--- src/cmf_pkg.sv ---
// constants shared by the message queue status and pointer block
package cmf_pkg;

  // ---------------------------------------------------------------
  // bus geometry
  // ---------------------------------------------------------------
  localparam int unsigned CMF_ADDR_W = 12;
  localparam int unsigned CMF_DATA_W = 32;
  localparam int unsigned CMF_STRB_W = 4;
  localparam int unsigned CMF_IDX_W = 5;

  // ---------------------------------------------------------------
  // register byte offsets
  // ---------------------------------------------------------------
  localparam logic [11:0] CMF_OFS_CTRL = 12'h000;
  localparam logic [11:0] CMF_OFS_IRQ = 12'h004;
  localparam logic [11:0] CMF_OFS_SW_PTR = 12'h008;
  localparam logic [11:0] CMF_OFS_ENG_IDX = 12'h00c;

  // ---------------------------------------------------------------
  // control register fields
  // ---------------------------------------------------------------
  localparam int unsigned CMF_CTRL_DIR = 7;
  localparam int unsigned CMF_CTRL_ADV = 13;
  localparam int unsigned CMF_CTRL_DEPTH_LO = 16;

  // ---------------------------------------------------------------
  // interrupt register fields
  // ---------------------------------------------------------------
  localparam int unsigned CMF_BIT_TX_ROOM_EN = 26;
  localparam int unsigned CMF_BIT_TX_HALF_EN = 25;
  localparam int unsigned CMF_BIT_TX_DRAINED_EN = 24;
  localparam int unsigned CMF_BIT_RX_OVERRUN_EN = 19;
  localparam int unsigned CMF_BIT_RX_FILLED_EN = 18;
  localparam int unsigned CMF_BIT_RX_HALF_EN = 17;
  localparam int unsigned CMF_BIT_RX_PENDING_EN = 16;
  localparam int unsigned CMF_BIT_TX_ROOM = 10;
  localparam int unsigned CMF_BIT_TX_HALF = 9;
  localparam int unsigned CMF_BIT_TX_DRAINED = 8;
  localparam int unsigned CMF_BIT_RX_OVERRUN = 3;
  localparam int unsigned CMF_BIT_RX_FILLED = 2;
  localparam int unsigned CMF_BIT_RX_HALF = 1;
  localparam int unsigned CMF_BIT_RX_PENDING = 0;
  localparam int unsigned CMF_TX_EN_LO = 24;
  localparam int unsigned CMF_RX_EN_LO = 16;
  localparam int unsigned CMF_TX_FLAG_LO = 8;
  localparam int unsigned CMF_RX_FLAG_LO = 0;

  // ---------------------------------------------------------------
  // mode codes and reset values
  // ---------------------------------------------------------------
  localparam logic [2:0] CMF_MODE_CONFIG = 3'h4;
  localparam logic [2:0] CMF_EN3_RESET = 3'h0;
  localparam logic [3:0] CMF_EN4_RESET = 4'h0;
  localparam logic [4:0] CMF_DEPTH_RESET = 5'h00;
  localparam logic [1:0] CMF_ALIGN_ZERO = 2'h0;

endpackage : cmf_pkg

--- src/cmf_ring_ptr.sv ---
// wrapping slot index for one end of a message queue
`timescale 1ns/1ps
module cmf_ring_ptr
  import cmf_pkg::*;
#(
  parameter int unsigned IDX_W = CMF_IDX_W
) (
  input wire logic sys_clk_in,
  input wire logic arst_n_in,
  input wire logic clear_in,
  input wire logic advance_in,
  input wire logic [IDX_W-1:0] depth_field_in,
  output logic [IDX_W-1:0] index_out
);

  // ---------------------------------------------------------------
  // index register
  // ---------------------------------------------------------------
  logic [IDX_W-1:0] index_reg;
  logic [IDX_W-1:0] index_next;

  always_comb begin
    index_next = index_reg;
    if (clear_in) begin
      index_next = '0;
    end else if (advance_in) begin
      // last slot is the depth field value itself
      if (index_reg >= depth_field_in) begin
        index_next = '0;
      end else begin
        index_next = IDX_W'(index_reg + 1'b1);
      end
    end
  end

  always_ff @(posedge sys_clk_in or negedge arst_n_in) begin
    if (!arst_n_in) begin
      index_reg <= '0;
    end else begin
      index_reg <= index_next;
    end
  end

  assign index_out = index_reg;

endmodule // cmf_ring_ptr

--- src/cmf_queue_status.sv ---
// status, interrupt enables and pointers of one message queue
`timescale 1ns/1ps
module cmf_queue_status
  import cmf_pkg::*;
#(
  parameter int unsigned IDX_W = CMF_IDX_W,
  parameter int unsigned MSG_BYTES = 16
) (
  input wire logic sys_clk_in,
  input wire logic arst_n_in,
  input wire logic psel_in,
  input wire logic penable_in,
  input wire logic pwrite_in,
  input wire logic [CMF_ADDR_W-1:0] paddr_in,
  input wire logic [CMF_DATA_W-1:0] pwdata_in,
  input wire logic [CMF_STRB_W-1:0] pstrb_in,
  output logic [CMF_DATA_W-1:0] prdata_out,
  output logic pready_out,
  output logic pslverr_out,
  input wire logic [2:0] current_op_mode_in,
  input wire logic [CMF_DATA_W-1:0] fifo_base_addr_in,
  input wire logic engine_rx_store_in,
  input wire logic engine_tx_sent_in,
  output logic [IDX_W-1:0] engine_slot_index_out,
  output logic queue_direction_sel_out,
  output logic [IDX_W-1:0] queue_depth_field_out,
  output logic rx_accept_out,
  output logic tx_pending_out,
  output logic queue_irq_out
);

  // ---------------------------------------------------------------
  // functions
  // ---------------------------------------------------------------
  function automatic logic [CMF_DATA_W-1:0] lane_mask(
    input logic [CMF_STRB_W-1:0] strb
  );
    logic [CMF_DATA_W-1:0] m;
    m = '0;
    for (int i = 0; i < CMF_STRB_W; i++) begin
      m[i*8 +: 8] = {8{strb[i]}};
    end
    return m;
  endfunction

  function automatic logic [IDX_W:0] depth_of(
    input logic [IDX_W-1:0] field
  );
    return (IDX_W+1)'(field) + 1'b1;
  endfunction

  // ---------------------------------------------------------------
  // bus decode
  // ---------------------------------------------------------------
  logic setup_phase;
  logic wr_access;
  logic sel_ctrl;
  logic sel_irq;
  logic sel_sw_ptr;
  logic sel_eng_idx;
  logic addr_hit;
  logic [CMF_DATA_W-1:0] wmask;
  logic [CMF_DATA_W-1:0] wbits;
  logic config_mode;

  assign setup_phase = psel_in && !penable_in;
  assign wr_access = psel_in && penable_in && pwrite_in;
  assign sel_ctrl = (paddr_in == CMF_OFS_CTRL);
  assign sel_irq = (paddr_in == CMF_OFS_IRQ);
  assign sel_sw_ptr = (paddr_in == CMF_OFS_SW_PTR);
  assign sel_eng_idx = (paddr_in == CMF_OFS_ENG_IDX);
  assign addr_hit = sel_ctrl || sel_irq || sel_sw_ptr || sel_eng_idx;
  assign wmask = lane_mask(pstrb_in);
  assign wbits = pwdata_in & wmask;
  assign config_mode = (current_op_mode_in == CMF_MODE_CONFIG);

  // ---------------------------------------------------------------
  // control register
  // ---------------------------------------------------------------
  logic dir_tx_reg;
  logic [IDX_W-1:0] depth_field_reg;
  logic cfg_write;
  logic adv_req;

  // layout changes only in configuration mode, and restart the queue
  assign cfg_write = wr_access && sel_ctrl && config_mode;
  // advance bit is self-clearing: it only acts as a write pulse
  assign adv_req = wr_access && sel_ctrl && wbits[CMF_CTRL_ADV];

  always_ff @(posedge sys_clk_in or negedge arst_n_in) begin
    if (!arst_n_in) begin
      dir_tx_reg <= 1'b0;
    end else if (cfg_write && wmask[CMF_CTRL_DIR]) begin
      dir_tx_reg <= pwdata_in[CMF_CTRL_DIR];
    end
  end

  always_ff @(posedge sys_clk_in or negedge arst_n_in) begin
    if (!arst_n_in) begin
      depth_field_reg <= CMF_DEPTH_RESET;
    end else if (cfg_write && wmask[CMF_CTRL_DEPTH_LO]) begin
      depth_field_reg <= pwdata_in[CMF_CTRL_DEPTH_LO +: IDX_W];
    end
  end

  // ---------------------------------------------------------------
  // occupancy
  // ---------------------------------------------------------------
  logic [IDX_W:0] count_reg;
  logic [IDX_W:0] depth;
  logic q_full;
  logic q_empty;
  logic sw_step;
  logic eng_step;
  logic cnt_inc;
  logic cnt_dec;
  logic overrun_evt;

  assign depth = depth_of(depth_field_reg);
  assign q_full = (count_reg >= depth);
  assign q_empty = (count_reg == '0);

  // transmit: software fills the head, engine drains
  // receive: engine fills, software drains the tail
  assign sw_step = adv_req && (dir_tx_reg ? !q_full : !q_empty);
  assign eng_step = dir_tx_reg ? (engine_tx_sent_in && !q_empty)
                               : (engine_rx_store_in && !q_full);
  assign cnt_inc = dir_tx_reg ? sw_step : eng_step;
  assign cnt_dec = dir_tx_reg ? eng_step : sw_step;
  assign overrun_evt = !dir_tx_reg && engine_rx_store_in && q_full;

  always_ff @(posedge sys_clk_in or negedge arst_n_in) begin
    if (!arst_n_in) begin
      count_reg <= '0;
    end else if (cfg_write) begin
      count_reg <= '0;
    end else if (cnt_inc && !cnt_dec) begin
      count_reg <= (IDX_W+1)'(count_reg + 1'b1);
    end else if (cnt_dec && !cnt_inc) begin
      count_reg <= (IDX_W+1)'(count_reg - 1'b1);
    end
  end

  // ---------------------------------------------------------------
  // pointers
  // ---------------------------------------------------------------
  logic [IDX_W-1:0] sw_index;
  logic [IDX_W-1:0] eng_index;

  cmf_ring_ptr #(
    .IDX_W(IDX_W)
  ) u_sw_ptr (
    .sys_clk_in(sys_clk_in),
    .arst_n_in(arst_n_in),
    .clear_in(cfg_write),
    .advance_in(sw_step),
    .depth_field_in(depth_field_reg),
    .index_out(sw_index)
  );

  cmf_ring_ptr #(
    .IDX_W(IDX_W)
  ) u_eng_ptr (
    .sys_clk_in(sys_clk_in),
    .arst_n_in(arst_n_in),
    .clear_in(cfg_write),
    .advance_in(eng_step),
    .depth_field_in(depth_field_reg),
    .index_out(eng_index)
  );

  // ---------------------------------------------------------------
  // status flags
  // ---------------------------------------------------------------
  logic tx_room_flag;
  logic tx_half_flag;
  logic tx_drained_flag;
  logic rx_filled_flag;
  logic rx_half_flag;
  logic rx_pending_flag;
  logic [IDX_W+1:0] count_x2;
  logic [IDX_W+1:0] depth_wide;

  assign count_x2 = {count_reg, 1'b0};
  assign depth_wide = (IDX_W+2)'(depth);

  // level flags follow the occupancy, nothing latches
  assign tx_room_flag = dir_tx_reg && !q_full;
  assign tx_half_flag = dir_tx_reg && (count_x2 <= depth_wide);
  assign tx_drained_flag = dir_tx_reg && q_empty;
  assign rx_filled_flag = !dir_tx_reg && q_full;
  assign rx_half_flag = !dir_tx_reg && (count_x2 >= depth_wide);
  assign rx_pending_flag = !dir_tx_reg && !q_empty;

  // ---------------------------------------------------------------
  // interrupt register
  // ---------------------------------------------------------------
  logic [2:0] tx_en_reg;
  logic [3:0] rx_en_reg;
  logic overrun_reg;
  logic irq_write;

  assign irq_write = wr_access && sel_irq;

  always_ff @(posedge sys_clk_in or negedge arst_n_in) begin
    if (!arst_n_in) begin
      tx_en_reg <= CMF_EN3_RESET;
    end else if (irq_write && wmask[CMF_TX_EN_LO]) begin
      tx_en_reg <= pwdata_in[CMF_TX_EN_LO +: 3];
    end
  end

  always_ff @(posedge sys_clk_in or negedge arst_n_in) begin
    if (!arst_n_in) begin
      rx_en_reg <= CMF_EN4_RESET;
    end else if (irq_write && wmask[CMF_RX_EN_LO]) begin
      rx_en_reg <= pwdata_in[CMF_RX_EN_LO +: 4];
    end
  end

  // a configuration write clears first; hardware set wins over an interrupt register write in the same cycle
  always_ff @(posedge sys_clk_in or negedge arst_n_in) begin
    if (!arst_n_in) begin
      overrun_reg <= 1'b0;
    end else if (cfg_write) begin
      overrun_reg <= 1'b0;
    end else if (overrun_evt) begin
      overrun_reg <= 1'b1;
    end else if (irq_write && wmask[CMF_BIT_RX_OVERRUN]) begin
      overrun_reg <= pwdata_in[CMF_BIT_RX_OVERRUN];
    end
  end

  logic rx_overrun_flag;
  logic [CMF_DATA_W-1:0] irq_word;

  assign rx_overrun_flag = !dir_tx_reg && overrun_reg;

  always_comb begin
    irq_word = '0;
    irq_word[CMF_BIT_TX_ROOM_EN] = tx_en_reg[2];
    irq_word[CMF_BIT_TX_HALF_EN] = tx_en_reg[1];
    irq_word[CMF_BIT_TX_DRAINED_EN] = tx_en_reg[0];
    irq_word[CMF_BIT_RX_OVERRUN_EN] = rx_en_reg[3];
    irq_word[CMF_BIT_RX_FILLED_EN] = rx_en_reg[2];
    irq_word[CMF_BIT_RX_HALF_EN] = rx_en_reg[1];
    irq_word[CMF_BIT_RX_PENDING_EN] = rx_en_reg[0];
    irq_word[CMF_BIT_TX_ROOM] = tx_room_flag;
    irq_word[CMF_BIT_TX_HALF] = tx_half_flag;
    irq_word[CMF_BIT_TX_DRAINED] = tx_drained_flag;
    irq_word[CMF_BIT_RX_OVERRUN] = rx_overrun_flag;
    irq_word[CMF_BIT_RX_FILLED] = rx_filled_flag;
    irq_word[CMF_BIT_RX_HALF] = rx_half_flag;
    irq_word[CMF_BIT_RX_PENDING] = rx_pending_flag;
  end

  // ---------------------------------------------------------------
  // interrupt request
  // ---------------------------------------------------------------
  logic [6:0] flag_vec;
  logic [6:0] en_vec;
  logic irq_reg;

  assign flag_vec = irq_word[CMF_RX_FLAG_LO +: 4] == 4'h0
                  ? {irq_word[CMF_TX_FLAG_LO +: 3], 4'h0}
                  : {irq_word[CMF_TX_FLAG_LO +: 3],
                     irq_word[CMF_RX_FLAG_LO +: 4]};
  assign en_vec = {tx_en_reg, rx_en_reg};

  always_ff @(posedge sys_clk_in or negedge arst_n_in) begin
    if (!arst_n_in) begin
      irq_reg <= 1'b0;
    end else begin
      irq_reg <= |(flag_vec & en_vec);
    end
  end

  // ---------------------------------------------------------------
  // pointer words
  // ---------------------------------------------------------------
  logic [CMF_DATA_W-1:0] sw_addr;
  logic [CMF_DATA_W-1:0] sw_ptr_word;
  logic [CMF_DATA_W-1:0] eng_idx_word;

  // head when transmitting, tail when receiving: same software index
  assign sw_addr = CMF_DATA_W'(fifo_base_addr_in
                 + CMF_DATA_W'(sw_index) * CMF_DATA_W'(MSG_BYTES));
  assign sw_ptr_word = {sw_addr[CMF_DATA_W-1:2], CMF_ALIGN_ZERO};
  assign eng_idx_word = CMF_DATA_W'(eng_index);

  // ---------------------------------------------------------------
  // read path
  // ---------------------------------------------------------------
  logic [CMF_DATA_W-1:0] ctrl_word;
  logic [CMF_DATA_W-1:0] rdata_next;
  logic [CMF_DATA_W-1:0] rdata_reg;
  logic slverr_reg;

  always_comb begin
    ctrl_word = '0;
    ctrl_word[CMF_CTRL_DIR] = dir_tx_reg;
    ctrl_word[CMF_CTRL_DEPTH_LO +: IDX_W] = depth_field_reg;
  end

  always_comb begin
    rdata_next = '0;
    if (sel_ctrl) begin
      rdata_next = ctrl_word;
    end else if (sel_irq) begin
      rdata_next = irq_word;
    end else if (sel_sw_ptr) begin
      rdata_next = sw_ptr_word;
    end else if (sel_eng_idx) begin
      rdata_next = eng_idx_word;
    end
  end

  // answer is captured in the setup cycle, given with zero wait
  always_ff @(posedge sys_clk_in or negedge arst_n_in) begin
    if (!arst_n_in) begin
      rdata_reg <= '0;
    end else if (setup_phase) begin
      rdata_reg <= pwrite_in ? '0 : rdata_next;
    end
  end

  always_ff @(posedge sys_clk_in or negedge arst_n_in) begin
    if (!arst_n_in) begin
      slverr_reg <= 1'b0;
    end else if (setup_phase) begin
      slverr_reg <= !addr_hit;
    end
  end

  // ---------------------------------------------------------------
  // outputs
  // ---------------------------------------------------------------
  assign prdata_out = rdata_reg;
  assign pready_out = psel_in && penable_in;
  assign pslverr_out = psel_in && penable_in && slverr_reg;
  assign engine_slot_index_out = eng_index;
  assign queue_direction_sel_out = dir_tx_reg;
  assign queue_depth_field_out = depth_field_reg;
  assign rx_accept_out = !dir_tx_reg && !q_full;
  assign tx_pending_out = dir_tx_reg && !q_empty;
  assign queue_irq_out = irq_reg;

endmodule // cmf_queue_status

--- config.mk ---
export PLATFORM = sky130hd
export DESIGN_NAME = cmf_queue_status
export DESIGN_NICKNAME = d
export VERILOG_FILES = /design/src/cmf_pkg.sv /design/src/cmf_ring_ptr.sv /design/src/cmf_queue_status.sv
export SDC_FILE = /design/constraint.sdc
export NUM_CORES = 1
export LEC_CHECK = 0
export BUFFER_PORTS_ARGS = -buffer_cell sky130_fd_sc_hd__buf_2
export CAP_MARGIN = 25
export CELL_PAD_IN_SITES_DETAIL_PLACEMENT = 1
export CELL_PAD_IN_SITES_GLOBAL_PLACEMENT = 1
export CORE_MARGIN = 2
export CORE_UTILIZATION = 40
export DETAILED_ROUTE_END_ITERATION = 8
export GPL_TIMING_DRIVEN = 0
export PLACE_DENSITY_LB_ADDON = 0.15
export SETUP_SLACK_MARGIN = 0.02
export SLEW_MARGIN = 20
export SYNTH_ARGS = -nofsm -noshare
export SYNTH_HDL_FRONTEND = slang
export SYNTH_SLANG_ARGS = --single-unit
export TNS_END_PERCENT = 10
--- constraint.sdc ---
create_clock -name sys_clk_in -period 10.1 [get_ports sys_clk_in]
set_clock_uncertainty 0.1 [all_clocks]
set_input_delay 2.02 -clock sys_clk_in [delete_from_list [all_inputs] [get_ports sys_clk_in]]
set_output_delay 2.02 -clock sys_clk_in [all_outputs]
set_load 0.02 [all_outputs]
==> out/summary.log <==
INFO  synthesis      synth.cell_area=4410um^2
INFO  synthesis      synth_area_per_cell=9.34um^2
INFO  final_layout   post_layout_nonfiller_instances=743
INFO  final_layout   area_growth_syn_to_layout=22.7%
INFO  status         status=finished clean
INFO  placement      numPlacedInstances=727
INFO  clock_tree     number_of_buffers_added_by_the_clock_tree_synthesis_step=9
INFO  placement      place.detailed.hpwl=11600um
INFO  detailed_routing drcViolationCount=0
INFO  final_layout   design_area=5410um^2
INFO  timing         fmaxAchievable=186MHz
INFO  placement      placed_cell_area=5180um^2
INFO  timing         finalSetupViolations=0
INFO  critical_path  cp-end-kind=register
INFO  run            timing.max_cap.violations=0
INFO  synthesis      ys_seq_elements=64
INFO  timing         final_min_period_over_clock_period=0.533
INFO  synthesis      synthCells=472
INFO  global_routing grt_pass1_vias=4498
INFO  clock_tree     clkSinkCount=64
INFO  global_routing global_route.usage.total=0.257
INFO  clock_tree     ctsHoldBuffers=0
INFO  critical_path  cp_max_fo=7
INFO  timing         finalHoldWorstSlack=375ps
INFO  global_routing grt_antenna_before_repair=0
INFO  timing         finalMaxSlewViolations=0
INFO  clock_tree     root_buffer=clkbuf_8
INFO  power          max-vdd-ir-drop=129uV
INFO  synthesis      number_of_enable_flip_flop_cells_after_synthesis=0
INFO  final_layout   nets=719
INFO  timing         worst_slew_pin_slew=672ps
INFO  synthesis      netlist.area_leader.share=0.363
INFO  floorplanning  fp-row-count=38
INFO  worst_hold_path hold_crit_class=register to register
INFO  power          power.share.combinational=0.345
INFO  detailed_routing wl_per_cell=19.9um
INFO  power          pwr_density=161nW/um^2
INFO  critical_path  crit-reg2reg-capture=count_reg[5]
INFO  power          proportion_of_total_power_due_to_net_switching=0.356
INFO  timing         relSlewSlack=0.552
INFO  detailed_routing vias_per_cell=5.73
INFO  synthesis      yosys.area.top_type=dfrtp_1
INFO  timing         rsz0062_at_grt=false
INFO  synthesis      syn_nets=593
INFO  power          power.net_switching=310uW
INFO  final_layout   num_antenna_cells=0
INFO  clock_tree     clk_pin_slew_worst_paths=70ps
INFO  global_routing first_pass_grt_wire_length=23100um
INFO  detailed_routing final_antenna_net_count=0
INFO  floorplanning  fp.dieH=109um
INFO  critical_path  worstSetupStartpoint=paddr_in[1]
INFO  global_routing grt_remaining_overflow=0
INFO  synthesis      proportion_of_synthesized_flip_flops_having_asynchronous_set_or_reset=1.00
INFO  synthesis      ys_dominant_reg_cell=dfrtp_1
INFO  final_layout   largest_register_ff_count=32
INFO  clock_tree     cts_buffer_depth=2
INFO  timing         min_period=5390ps
INFO  clock_tree     tritoncts=yes
INFO  clock_tree     post_cts.repair.setup_buffers=0
INFO  floorplanning  die_extent_in_x=109um
INFO  critical_path  reg_to_reg_start=queue_depth_field_out[0]
INFO  floorplanning  core_area=10800um^2
INFO  clock_tree     cts_resized=0
INFO  critical_path  critical_path.endpoint=count_reg[5]
INFO  timing         report.final.hold_viol_count=0
INFO  critical_path  startpoint_class_of_the_critical_path=input port
INFO  synthesis      netlist-cell-type-count=61
INFO  final_layout   drive_gt1_frac=0.265
INFO  detailed_routing detailedRoute.firstIterationViolations=132
INFO  detailed_routing first_pass_iters=4
INFO  critical_path  critical_path_class=input port to register
INFO  synthesis      synth_seq_area_share=0.363
INFO  power          power_frac_seq=0.347
INFO  power          internal-power=560uW
INFO  placement      gp_congestion=0.851
INFO  power          static_leakage=2.60nW
INFO  synthesis      synthMostInstantiatedCell=dfrtp_1
INFO  critical_path  ff2ff_setup_slack=5780ps
INFO  detailed_routing detailroute.via_count=4261
INFO  synthesis      netlist_top_cells_count=dfrtp_1, nand2_1, o21ai_0
INFO  placement      place.port_buffers=114
INFO  detailed_routing wirelength=14800um
INFO  clock_tree     later_pin_clock_latency_in_the_skew_report=360ps
INFO  global_routing grt_max_degree=37
INFO  synthesis      ys.warnings.count=0
INFO  floorplanning  effective_utilization_at_floorplan=0.408
INFO  power          power.share.clock=0.309
INFO  critical_path  ff2ff_path_depth=16
INFO  critical_path  cp.required=10240ps
INFO  synthesis      yosys-top-cells-area=dfrtp_1, ha_1, xnor2_1
INFO  floorplanning  die-area=11900um^2
INFO  clock_tree     htree_levels=3
INFO  timing         total_negative_setup_slack=0ps
INFO  floorplanning  io-pin-count=138
INFO  critical_path  critical_path_arrival=5530ps
## metal layers
layer	global-route usage	up-vias	share of wire
met2	0.451	122	0.49
met1	0.310	2112	0.42
met3	0.0293	39	0.050
met5	0	-	0
met4	0.130	0	0.038
li1	-	1988	-
## how the worst min path moves through the flow
stage / from / cells after the start / endpoint / slack (ps)
after floorplan: slverr_reg / 2 / slverr_reg / 340
after global placement: prdata_out[22] / 2 / prdata_out[22] / 360
after detailed placement: prdata_out[4] / 2 / prdata_out[4] / 370
after CTS: prdata_out[4] / 2 / prdata_out[4] / 380
after global routing: prdata_out[21] / 2 / prdata_out[21] / 400
final: prdata_out[4] / 2 / prdata_out[4] / 380
## power groups by stage
stage	sequential, mW	clock (mW)	combinational (mW)
5_1_grt	0.305	0.281	0.339
4_1_cts	0.301	0.271	0.302
3_5_place_dp	0.306	0	0.299
6_report	0.302	0.268	0.300
3_3_place_gp	0.305	0	0.284
2_1_floorplan	0.299	0	0.214
## cell families after synthesis
logic type / after synthesis / synth area share
buf+inv: 35 / 0.0298
simple gates: 162 / 0.190
mux: 22 / 0.0551
compound gates: 124 / 0.200
xor+xnor: 33 / 0.0673
flops: 64 / 0.363
fa+ha+maj: 32 / 0.0940
## area by class of cell
| class | instances | area, um^2 |
|---|---|---|
| Tap cell | 140 | 175 |
| Buffer | 12 | 45.0 |
| Fill cell | 1316 | 5380 |
| Sequential cell | 64 | 1600 |
| Multi-Input combinational cell | 373 | 2680 |
| Clock buffer | 14 | 173 |
| Inverter | 23 | 86.3 |
| Timing Repair Buffer | 115 | 593 |
| Clock inverter | 2 | 60.1 |
## metrics by stage
stage               setup WS, ps   util  power (mW)
finish                      4710  0.501       0.870
global route                4510  0.501       0.925
CTS                         4760  0.501       0.874
detailed placement          4370  0.480       0.605
global placement            4490  0.478       0.589
floorplan                   5120      -       0.513
## critical path, cell delays in order
cell	delay, ps
buf_2	120
nor4_2	490
nand4b_2	330
a2111oi_2	600
a21oi_1	150
nand2b_1	270
ha_1	320
a21o_1	160
a21oi_1	220
o21bai_1	90
a21oi_1	190
nor3_1	70
o22ai_1	180
mux2_4	320
## cells in the final DEF (no fill, tap or decap), types with 8 or more instances in the layout
cell      instances
buf_2           113
dfrtp_1          64
nand2_1          55
o21ai_0          33
ha_1             29
a21oi_1          25
xnor2_1          24
inv_1            23
nand3_1          22
nor2_1           20
mux2_2           14
clkbuf_1         13
a21o_1           12
clkbuf_8         12
nor3_1           11
nand2b_1         10
and3_1            9
a22oi_1           9
nor2b_1           8
xor2_1            8
No activity file was read; power rests on OpenSTA's default activity.
